### config.mk
export PLATFORM = sky130hd
export DESIGN_NAME = tpa_regs
export DESIGN_NICKNAME = d
export VERILOG_FILES = /design/src/logic/tpa_seg_timer.v /design/src/logic/tpa_regs.v
export VERILOG_INCLUDE_DIRS = /design/src /design/src/logic
export SDC_FILE = /design/constraint.sdc
export NUM_CORES = 1
export LEC_CHECK = 0
export ABC_AREA = 1
export BUFFER_PORTS_ARGS = -buffer_cell sky130_fd_sc_hd__buf_2
export CAP_MARGIN = 0
export CORE_MARGIN = 2
export CORE_UTILIZATION = 35
export DETAILED_ROUTE_END_ITERATION = 6
export PLACE_DENSITY = 0.54
export SYNTH_ARGS = -nofsm -noshare
export SYNTH_HDL_FRONTEND = slang
export SYNTH_SLANG_ARGS = --single-unit
export TNS_END_PERCENT = 10
### constraint.sdc
create_clock -name i_clock -period 2.55 [get_ports i_clock]
set_input_delay 0.3825 -clock i_clock [delete_from_list [all_inputs] [get_ports i_clock]]
set_output_delay 0.3825 -clock i_clock [all_outputs]
set_load 0.02 [all_outputs]
### src/logic/tpa_defs.vh
`ifndef TPA_DEFS_VH
`define TPA_DEFS_VH

// ==========================================================================
// Register map, per channel. Address = {channel[2:0], offset[4:0]}.
// ==========================================================================
`define TPA_OFF_SEG4      5'h0b
`define TPA_OFF_SEG5      5'h0c
`define TPA_RESET_SEG     8'h00
`define TPA_AMP_SIGN_BIT  6
`define TPA_AMP_MSB       6
`define TPA_NUM_SEGMENTS  8
`define TPA_SEG4_INDEX    3'h3
`define TPA_SEG5_INDEX    3'h4

`endif

### src/logic/tpa_seg_timer.v
`timescale 1ns/1ps
`include "tpa_defs.vh"

// ==========================================================================
// Segment sequencer. One pulse is one master-clock period; the fast clock
// runs eight times faster, so each of its cycles is one segment.
// ==========================================================================
module tpa_seg_timer
(
   // Clock and reset
   input  wire       i_clock,
   input  wire       i_rstn,
   // Pulse control
   input  wire       i_pulse_start,
   output reg  [2:0] o_segment,
   output reg        o_active
);

   reg [2:0] seg_next;
   reg       act_next;

   always @*
   begin
      seg_next = o_segment;
      act_next = o_active;
      if (o_active)
      begin
         // Segments advance in order, one per clock.
         seg_next = o_segment + 3'h1;
         if (o_segment == 3'h7)
         begin
            act_next = i_pulse_start;
         end
      end
      else if (i_pulse_start)
      begin
         seg_next = 3'h0;
         act_next = 1'b1;
      end
   end

   always @(posedge i_clock or negedge i_rstn)
   begin
      if (!i_rstn)
      begin
         o_segment <= 3'h0;
         o_active  <= 1'b0;
      end
      else
      begin
         o_segment <= seg_next;
         o_active  <= act_next;
      end
   end

endmodule

### src/logic/tpa_regs.v
`timescale 1ns/1ps
`include "tpa_defs.vh"

module tpa_regs
#(
   parameter NUM_CH = 8
)
(
   // Clock and reset; i_clock is eight times the master-clock rate
   input  wire                i_clock,
   input  wire                i_rstn,
   // Host register port
   input  wire [7:0]          i_addr,
   input  wire                i_wr,
   input  wire                i_rd,
   input  wire [7:0]          i_wdata,
   output reg  [7:0]          o_rdata,
   // Pulse control, one start per channel
   input  wire [NUM_CH-1:0]   i_pulse_start,
   // Per-channel amplitude, packed 7 bits per channel
   output reg  [NUM_CH*7-1:0] o_amplitude,
   output reg  [NUM_CH-1:0]   o_amp_valid,
   output reg  [NUM_CH-1:0]   o_seg4_active,
   output reg  [NUM_CH-1:0]   o_seg5_active
);

   // ========================================================================
   // Registers
   // ========================================================================
   reg  [7:0] seg4_reg [0:NUM_CH-1];
   reg  [7:0] seg5_reg [0:NUM_CH-1];
   wire [2:0] ch_sel = i_addr[7:5];
   wire [4:0] off    = i_addr[4:0];
   wire [2:0] seg_w  [0:NUM_CH-1];
   wire       act_w  [0:NUM_CH-1];
   integer    k;

   // Magnitude of zero with either sign gives zero drive; negative zero is folded.
   function [6:0] tpa_sm_clean;
      input [6:0] v;
      begin
         if (v[5:0] == 6'h00)
            tpa_sm_clean = 7'h00;
         else
            tpa_sm_clean = v;
      end
   endfunction

   always @(posedge i_clock or negedge i_rstn)
   begin
      if (!i_rstn)
      begin
         for (k = 0; k < NUM_CH; k = k + 1)
         begin
            seg4_reg[k] <= `TPA_RESET_SEG;
            seg5_reg[k] <= `TPA_RESET_SEG;
         end
      end
      else if (i_wr && (ch_sel < NUM_CH))
      begin
         // Each channel decodes its own bank.
         if (off == `TPA_OFF_SEG4)
            seg4_reg[ch_sel] <= i_wdata;
         if (off == `TPA_OFF_SEG5)
            seg5_reg[ch_sel] <= i_wdata;
      end
   end

   // ========================================================================
   // Read back; reserved bit 7 is stored and returned as written
   // ========================================================================
   always @(posedge i_clock or negedge i_rstn)
   begin
      if (!i_rstn)
         o_rdata <= 8'h00;
      else if (i_rd && (ch_sel < NUM_CH) && (off == `TPA_OFF_SEG4))
         o_rdata <= seg4_reg[ch_sel];
      else if (i_rd && (ch_sel < NUM_CH) && (off == `TPA_OFF_SEG5))
         o_rdata <= seg5_reg[ch_sel];
      else if (i_rd)
         o_rdata <= 8'h00;
   end

   // ========================================================================
   // Per-channel pulse sequencing
   // ========================================================================
   genvar g;
   generate
      for (g = 0; g < NUM_CH; g = g + 1)
      begin : ch
         tpa_seg_timer u_timer
         (
            .i_clock       (i_clock),
            .i_rstn        (i_rstn),
            .i_pulse_start (i_pulse_start[g]),
            .o_segment     (seg_w[g]),
            .o_active      (act_w[g])
         );

         // Registered so the level only moves on a segment edge.
         always @(posedge i_clock or negedge i_rstn)
         begin
            if (!i_rstn)
            begin
               o_amplitude[g*7 +: 7] <= 7'h00;
               o_amp_valid[g]        <= 1'b0;
               o_seg4_active[g]      <= 1'b0;
               o_seg5_active[g]      <= 1'b0;
            end
            else
            begin
               o_amp_valid[g]   <= act_w[g];
               o_seg4_active[g] <= act_w[g] && (seg_w[g] == `TPA_SEG4_INDEX);
               o_seg5_active[g] <= act_w[g] && (seg_w[g] == `TPA_SEG5_INDEX);
               if (act_w[g] && (seg_w[g] == `TPA_SEG4_INDEX))
                  o_amplitude[g*7 +: 7] <= tpa_sm_clean(seg4_reg[g][6:0]);
               else if (act_w[g] && (seg_w[g] == `TPA_SEG5_INDEX))
                  o_amplitude[g*7 +: 7] <= tpa_sm_clean(seg5_reg[g][6:0]);
               else
                  o_amplitude[g*7 +: 7] <= 7'h00;
            end
         end
      end
   endgenerate

endmodule

---- Yosys cells after proc, flatten, opt, wreduce, memory -nomap -nowiden ----
Cells that the tools add are included.
word-level totals
  output and inout port bits .............. 88
  bits in registers ....................... 248
  input bits .............................. 28
  logic and storage cells ................. 233
operators by class
  muxes and demuxes ....................... 85
  order comparisons ....................... 2
  bitwise logic cells ..................... 1
  $add $sub $neg .......................... 8
  equal/unequal tests ..................... 26
  reductions and logical operators ........ 46
operators by type and width
  kind                                                       count
  2-to-1 mux 7 bit                                           32
  bitwise mux 64 bit                                         2
  zero test 6 bit                                            16
  2-to-1 mux 8 bit                                           8
  binary-select mux 8 bit (select 3 bit)                     2
  equality test 3 bit (second input constant)                16
  2-to-1 mux 3 bit                                           16
  adder 3 x 1 -> 3 bit (second input constant)               8
  demux 8 bit (select 3 bit)                                 1
  equality test 3 x 2 -> 1 bit (second input constant)       8
  2-to-1 mux 1 bit                                           24
  logical AND 1 bit                                          19
  nonzero test 2 bit                                         8
  equality test 5 x 4 -> 1 bit (second input constant)       2
  greater-or-equal comparator 4 bit (second input constant)  1
  < comparator 4 x 1 -> 1 bit (second input constant)        1
  NOT 3 -> 4 bit                                             1
  AND reduction 2 bit                                        2
  nonzero test 3 bit                                         1

---- Logic depth before layout (Yosys ltp) ----
Gate-level depths: netlist of run 1.
  depth in word-level cells ............... 6
  mapped depth ............................ 10
  depth with buffers taken out ............ 7

---- Cells and area by module ----
Synthesis of run 1 repeated with hierarchy kept, for this count alone.
unflattened totals
  cells, all modules ...................... 1280
  area, all modules ....................... 10862.9 um^2
by module, submodules not included
  module         cells an instance  times used  area an instance (um^2)
  tpa_regs       1120               1           9421.5
  tpa_seg_timer  20                 8           180.2

---- Worst setup path after synthesis of run 1 ----
OpenSTA, ideal clock, no wires.
  path kind ............................... input to register
  start point ............................. input port i_addr[1]
  end point ............................... register seg5_reg[55] (netlist bit)
  path slack .............................. 1.104 ns
  library setup time ...................... 0.137 ns
  arrival time ............................ 1.309 ns
  buffers on the path ..................... 1
  data required time ...................... 2.413 ns
  cell stages on the path ................. 7
  cell sequence ........................... nor2_1 > nand4_1 > nor2_4 > nand2_2 > buf_2 > nand2_1 > o21ai_1
on the way
  word-level cells in the longest chain between the ends .. 2
ends and longest elaborated chain
  what                                           RTL line       source
  start, declared                                tpa_regs.v:13  input wire [7:0] i_addr,
  equality test 5 x 4 -> 1 bit (no source line)  -
  AND reduction 2 bit (no source line)           -
  end signal, assigned by index                  tpa_regs.v:56  seg5_reg[k] <= `TPA_RESET_SEG;
  end signal, assigned by index                  tpa_regs.v:65  seg5_reg[ch_sel] <= i_wdata;
  end, declared                                  tpa_regs.v:31  reg [7:0] seg5_reg [0:NUM_CH-1];
Every way passes these cells.
A chain may end at the register's enable or synchronous reset.

---- Final worst setup path of run 1 ----
  start point ............................. register ch[5].u_timer.o_segment[0]
  end point ............................... register o_amplitude[41]
on the way
  word-level cells in the longest chain between the ends .. 4
ends and longest elaborated chain
  what                                  RTL line            source
  start, declared                       tpa_seg_timer.v:15  output reg [2:0] o_segment,
  start signal, assigned                tpa_seg_timer.v:51  o_segment <= seg_next;
  equality test 3 bit (no source line)  -
  logical AND 1 bit                     tpa_regs.v:117      else if (act_w[g] && (seg_w[g] == `TPA_SEG5_INDEX))
  2-to-1 mux 7 bit                      tpa_regs.v:117
  2-to-1 mux 7 bit (*)                  tpa_regs.v:115      if (act_w[g] && (seg_w[g] == `TPA_SEG4_INDEX))
  end signal, assigned by index         tpa_regs.v:116      o_amplitude[g*7 +: 7] <= tpa_sm_clean(seg4_reg[g][6:0]);
  end signal, assigned by index         tpa_regs.v:118      o_amplitude[g*7 +: 7] <= tpa_sm_clean(seg5_reg[g][6:0]);
  end, declared                         tpa_regs.v:21       output reg [NUM_CH*7-1:0] o_amplitude,
Mark *: on every way between the ends. The rest lies on a longest branch, timed or not.

==> results of run 1 <==
[through the flow]
stage	worst slack, ns	cell area, um2
detailed placement	0.644	12400
global placement	0.642	12400
global route	0.858	13400
finish	0.988	13400
CTS	0.978	13400
floorplan	1.10	11400
[area by class of cell]
cell class	count	area (um2)
inverters	152	576
repair buffers	134	781
fillers	3286	19000
multi-input cells	835	4310
flip-flops and latches	248	6210
clock buffers	42	825
clock inverters	9	100
well taps	442	553
[power by group through the flow]
| stage | sequential (mW) | combinational (mW) | clock (mW) |
|---|---|---|---|
| CTS | 4.80 | 2.14 | 4.10 |
| floorplan | 5.01 | 1.25 | 0 |
| finish | 4.80 | 2.10 | 4.01 |
| detailed placement | 4.86 | 2.13 | 0 |
| global route | 4.86 | 2.43 | 4.30 |
| global placement | 4.86 | 2.08 | 0 |
[path summary, 6_finish.rpt]
path                                                to                  startpoint  depth (start not counted)  slack (ns)
min in group asynchronous       ch[2].u_timer.o_active                      i_rstn                          2        0.41
worst min-delay path            ch[1].u_timer.o_active            i_pulse_start[1]                          2        0.06
worst max-delay path                   o_amplitude[41]  ch[5].u_timer.o_segment[0]                          6        0.99
max in group asynchronous             o_seg4_active[5]                      i_rstn                          3        1.39
worst min register to register          o_amp_valid[4]      ch[4].u_timer.o_active                          0        0.47
worst max register to register         o_amplitude[41]  ch[5].u_timer.o_segment[0]                          6        0.99
[worst max-delay path, delay by kind of cell (launching register included)]
kind | cells | cell delay (ns)
AO/OA/AOI/OAI | 1 | 0.09
adder cells (fa/ha/maj) | 2 | 0.42
buffers and inverters | 1 | 0.14
flip-flops | 1 | 0.40
AND/OR/NAND/NOR | 2 | 0.39
[per-layer routing]
| metal | GRT usage [%] | share of wire (%) | vias to the layer above |
|---|---|---|---|
| met5 | 0 | 0 | - |
| met4 | 4.98 | 2.1 | 0 |
| met3 | 3.04 | 4.8 | 41 |
| met2 | 31.0 | 48 | 193 |
| met1 | 24.1 | 45 | 4180 |
| li1 | - | - | 4363 |
[cell families after synthesis]
family	count (synthesis)	synth area share (%)
DFF	248	54.3
buffers and inverters	197	7.91
AOI/OAI and AO/OA	225	11.9
and+or+nand+nor	578	22.3
adders and majority gates	32	3.50
[synthesized netlist by cell type, types with 4 or more instances]
cell	number	area, um2
nand2_4	6	67.6
clkinv_1	8	30.0
o22ai_1	10	62.6
nor2_4	6	67.6
buf_2	7	35.0
inv_2	4	15.0
nand4_1	9	56.3
inv_1	138	518
o21ai_2	55	482
dfrtp_1	248	6210
nand3_1	145	726
o21ai_1	50	250
nor2_1	61	229
clkbuf_1	12	45.0
buf_6	14	158
nand2_2	10	62.6
nand2_1	333	1250
buf_4	12	90.1
ha_1	32	400
o21bai_1	8	60.1
o21ai_0	102	510
==> flow_metrics.tcl, run 1 <==
set metrics [dict create \
    wire_per_inst_um 16.3 \
    period_needed_ns 1.56 \
    n_antenna_cell 0 \
    cts_tree "built" \
    syn_nets 1340 \
    wl_mm 30.3 \
    relSlewSlack_pct 45.4 \
    combinationalPowerShare_pct 19.2 \
    criticalPathCategory "register to register" \
    cts_buffers 28 \
    intPower_mw 7.57 \
    synth_seq_cells 248 \
    report.final.slew_viol_count 0 \
    dp.final_hpwl_mm 21.1 \
    worstPathRequired_ns 2.96 \
    setup_violations 0 \
    gr-usage-all-layers_pct 18.2 \
    ir_worst_vdd_mv 0.452 \
    critPathArrivalTime_ns 1.97 \
    io_pins 116 \
    max-cap-violations 0 \
    nets 1459 \
    postCtsSetupBuffers 0 \
    gp_congestion 0.818 \
    htree_levels 1 \
    synth_cells 1280 \
    fin_crit_sh_pct 61.2 \
    cp_cell_sequence "ha_1, ha_1, nand2_1, inv_1, nand3_1, o21ai_0" \
    grt_pass1_wl_mm 48.1 \
    fp.dieArea_um2 34100 \
    post_cts_resized 0 \
    grt_setup_unrepaired "false" \
    drtIter0Drc 638 \
    cts_root_buffer "clkbuf_16" \
    vias_per_cell 4.71 \
    fp.dieW_um 185 \
    ys.flop_type "dfrtp_1" \
    syn2layout_area_growth_pct 16.9 \
    crit_fanout 13 \
    ys_async_sr_fraction_pct 100 \
    clock_latency_ns 0.54 \
    outcome "finished clean" \
    clkPwrFrac_pct 36.8 \
    start_kind "register" \
    finalPower_mw 10.9 \
    instances_no_fill 1862 \
    grt_overflow 0 \
    path_common_cell "ha_1" \
    synth.avg_cell_area_um2 8.92 \
    clkSinkCount 248 \
    fp-row-count 66 \
    max_freq_ghz 0.640 \
    antenna_found_initial 0 \
    tightest_slew_ns 0.818 \
    grt_max_degree 80 \
    postLayoutCoreUtil_pct 41.3 \
    yosysSeqAreaShare_pct 54.3 \
    leakagePower_nw 6.74 \
    worstSetupEndpointType "register" \
    synth_area_um2 11400 \
    fp.dieH_um 185 \
    mostFrequentLayoutCells "nand2_1 (333), dfrtp_1 (248), nand3_1 (145)" \
    yosysWarnings 0 \
    via_count 8777 \
    ant_nets 0 \
    setup_tns_ns 0 \
    holdWs_ns 0.0556 \
    clk_pin_slew_ns 0.06 \
    cts_hold_buf 1 \
    firstDrtPassIters 5 \
    grt_pass1_vias 8749 \
    layout-drive-gt1-share_pct 18.7 \
    netSwitchingPower_mw 3.33 \
    min_path_type "input pin to register" \
    drc 0 \
    portBuffers 115 \
    netSwitchingFraction_pct 30.6 \
    core_um2 32400 \
    clk_path_buf_depth 3 \
    synthDistinctLibCells 26 \
    cellPowerDensity_nw_per_um2 816 \
    cp_slowest_cell "dfrtp_1" \
    initial_core_util_pct 35.3 \
    clock_skew_ns 0.0146 \
    hold_violations 0 \
    synth_edf_count 0 \
    dp_cells 1810 \
    cpPeakStageDelay_ns 0.40 \
    final_common_cell "nand2_1" \
    seqPwrFrac_pct 44.0 \
]
(Power assumes the default switching activity.)
==> run 2: changes to the inputs <==
--- a/config.mk
+++ b/config.mk
@@ -6,13 +6,13 @@
 export SDC_FILE = /design/constraint.sdc
 export NUM_CORES = 1
 export LEC_CHECK = 0
-export ABC_AREA = 1
+export ABC_AREA = 0
 export BUFFER_PORTS_ARGS = -buffer_cell sky130_fd_sc_hd__buf_2
 export CAP_MARGIN = 0
 export CORE_MARGIN = 2
 export CORE_UTILIZATION = 35
 export DETAILED_ROUTE_END_ITERATION = 6
-export PLACE_DENSITY = 0.54
+export PLACE_DENSITY = 0.56
 export SYNTH_ARGS = -nofsm -noshare
 export SYNTH_HDL_FRONTEND = slang
 export SYNTH_SLANG_ARGS = --single-unit
==> constraint.sdc (replaced) <==
create_clock -name i_clock -period 1.4 [get_ports i_clock]
set_input_delay 0.21 -clock i_clock [delete_from_list [all_inputs] [get_ports i_clock]]
set_output_delay 0.21 -clock i_clock [all_outputs]
set_load 0.02 [all_outputs]
==> run 2 against run 1 <==
The flow now finishes with violations (setup timing). Count of clock-buffer cells in the layout unchanged. Non-clock buffer count increased by 192. Worst hold slack improved by 0.035 ns. Sequential power increased by 81%. Critical path depth decreased by 1. Critical endpoint is now o_rdata[5]. Largest cell class unchanged. Highest routed layer unchanged.
==> flow_metrics.tcl, run 2 <==
set metrics [dict create \
    fin_crit_sh_pct 113 \
    ys.flop_type "dfrtp_1" \
    cts_tree "built" \
    nets 1171 \
    grt_overflow 0 \
    vias_per_cell 5.09 \
    min_path_type "input pin to async pin" \
    synthDistinctLibCells 48 \
    fillers 2725 \
    setup_ws_ns -0.188 \
    final_common_cell "dfrtp_1" \
    fp.dieArea_um2 32600 \
    violations "setup timing" \
    cpPeakStageDelay_ns 0.48 \
    portBuffers 115 \
    ant_nets 0 \
    max-cap-violations 0 \
    yosysWarnings 0 \
    regArea_um2 6220 \
    clk_path_buf_depth 3 \
    clock_skew_ns 0.0111 \
    drc 0 \
    relSlewSlack_pct 64.6 \
    n_antenna_cell 0 \
    grt_pass1_wl_mm 48.7 \
    gp_congestion 0.926 \
    firstDrtPassIters 5 \
    crit_fanout 3 \
    report.final.slew_viol_count 0 \
    hold_violations 0 \
    yosysSeqAreaShare_pct 56.9 \
    yosysTopAreaCell "dfrtp_1" \
    fp.dieW_um 181 \
    setup_tns_ns -1.53 \
    cts_buffers 29 \
    outcome "finished, violations left" \
    grt_max_degree 60 \
    initial_core_util_pct 35.6 \
    synth_top_area_share_pct 56.9 \
    synth_cells 788 \
    cts_root_buffer "clkbuf_16" \
    mostFrequentLayoutCells "dfrtp_1 (236), buf_4 (183), mux2_2 (122)" \
    tightest_slew_ns 0.531 \
    crit_path_start "seg4_reg[13]" \
    syn_nets 848 \
    critPathArrivalTime_ns 2.02 \
    synth.area.top_cells "dfrtp_1 (57%), mux2_2 (14%), mux4_2 (5.8%)" \
    layout-drive-gt1-share_pct 53.3 \
    timing.rr.start "seg4_reg[13]" \
    synthMuxAreaShare_pct 21.1 \
    antenna_found_initial 0 \
    gr-usage-all-layers_pct 19.5 \
    synth_top_family_by_area "multiplexers" \
    clock_latency_ns 0.55 \
    start_kind "register" \
    synth.most_common_cell "dfrtp_1" \
    cp_cell_sequence "buf_6, mux4_2, mux2i_1, nor2_1, a211o_1" \
    setup_violations 21 \
    fp.dieH_um 181 \
    wl_mm 31.3 \
    fp-row-count 64 \
    ys_top_cells_by_count "dfrtp_1 (248), mux2_2 (131), nand2_1 (54)" \
    grt_pass1_vias 7952 \
    dp_worst_setup_slack_ns -0.365 \
    criticalPathCategory "register to register" \
    cellPowerDensity_nw_per_um2 1460 \
    via_count 7769 \
    synth_area_um2 10900 \
    max_freq_ghz 0.630 \
    dp.final_hpwl_mm 23.2 \
    synth.avg_cell_area_um2 13.8 \
    core_um2 30700 \
    yosys.area_share.simple_pct 8.51 \
    synth_seq_cells 248 \
    clkSinkCount 248 \
    worstSetupEndpointType "register" \
    multi_input_area_um2 4640 \
    synth-adder-area-share_pct 3.67 \
    period_needed_ns 1.59 \
    grt_setup_unrepaired "true" \
    syn2layout_area_growth_pct 36.6 \
    clk_pin_slew_ns 0.06 \
    wire_per_inst_um 20.5 \
    ir_worst_vdd_mv 1.03 \
    synth_edf_count 0 \
    synth_compound_area_share_pct 7.02 \
    io_pins 116 \
    synth-xor-area-share_pct 0 \
    worstPathRequired_ns 1.83 \
    ys_async_sr_fraction_pct 100 \
    drtIter0Drc 575 \
    leakagePower_nw 7.77 \
    cp_slowest_cell "mux4_2" \
    htree_levels 1 \
]
[run 2: cell count changes after synthesis, sizes merged, moves of 45 or more]
cell / before / now
nand2: 349 / 60
nor2: 73 / 28
inv: 144 / 34
o21ai: 207 / 8
mux2: 0 / 133
nand3: 145 / 15
[run 2: worst max-delay path, delay by kind of cell (launching register included)]
kind / cells / cell delay (ns)
multiplexers: 2 / 0.62
flip-flops: 1 / 0.42
AO/OA/AOI/OAI: 1 / 0.22
buffers and inverters: 1 / 0.13
AND/OR/NAND/NOR: 1 / 0.07
[run 2: what timing repair did]
action,CTS,global route
setup endpoints to repair,60,63
hold buffers,9,0
hold endpoints to repair,275,0
pin swaps,6,8
gates resized for setup,39,51
setup buffers,0,5
[run 2: cell type report]
cell class | count | share of cell area, %
clock inverter | 8 | 0.957
timing repair buffer | 326 | 16.2
sequential | 248 | 41.7
inverter | 36 | 0.932
clock buffer | 42 | 5.73
tap | 396 | 3.32
multi-input combinational | 470 | 31.1
[run 2: stage by stage]
step / util (%) / cell area [um2] / hold slack [ns] / power (mW) / instances
after global routing: 48.6 / 14900 / 0.0858 / 23.0 / 1526
after detailed placement: 44.2 / 13600 / 0.0619 / 13.6 / 1462
final: 48.6 / 14900 / 0.0903 / 21.7 / 1526
after global placement: 44.2 / 13600 / 0.0608 / 13.5 / 1462
after CTS: 47.9 / 14700 / 0.0733 / 21.7 / 1521
after floorplan: - / 11000 / -0.0856 / 11.3 / 788
[run 2: path summary, 6_finish.rpt]
| path | endpoint | slack, ns | depth (start not counted) |
|---|---|---|---|
| worst max-delay path | o_rdata[5] | -0.19 | 5 |
| worst max register to register | o_rdata[5] | -0.19 | 5 |
| min in group i_clock | seg5_reg[31] | 0.26 | 2 |
| worst min register to register | o_amp_valid[3] | 0.42 | 0 |
| max in group asynchronous | o_seg4_active[4] | 0.71 | 4 |
| worst min-delay path | ch[7].u_timer.o_segment[1] | 0.09 | 2 |
[run 2: logic make-up after synthesis]
| group | Yosys count |
|---|---|
| flops | 248 |
| simple gates | 166 |
| compound gates | 94 |
| fa+ha+maj | 32 |
| buf+inv | 70 |
| mux | 178 |
[run 2: where the power goes]
part           total, mW  internal [mW]  switching [mW]  leakage (nW)
Combinational       5.18           2.53            2.65          3.99
Clock               7.85           4.92            2.93         0.489
Sequential          8.71           8.11           0.599          3.29
[run 2: per-layer routing]
layer | vias up | share of wire [%] | global-route usage [%]
met5 | - | 0 | 0
met4 | 0 | 1.9 | 4.35
met3 | 39 | 5.1 | 3.54
met2 | 216 | 47 | 31.1
met1 | 3973 | 46 | 27.9
li1 | 3541 | - | -
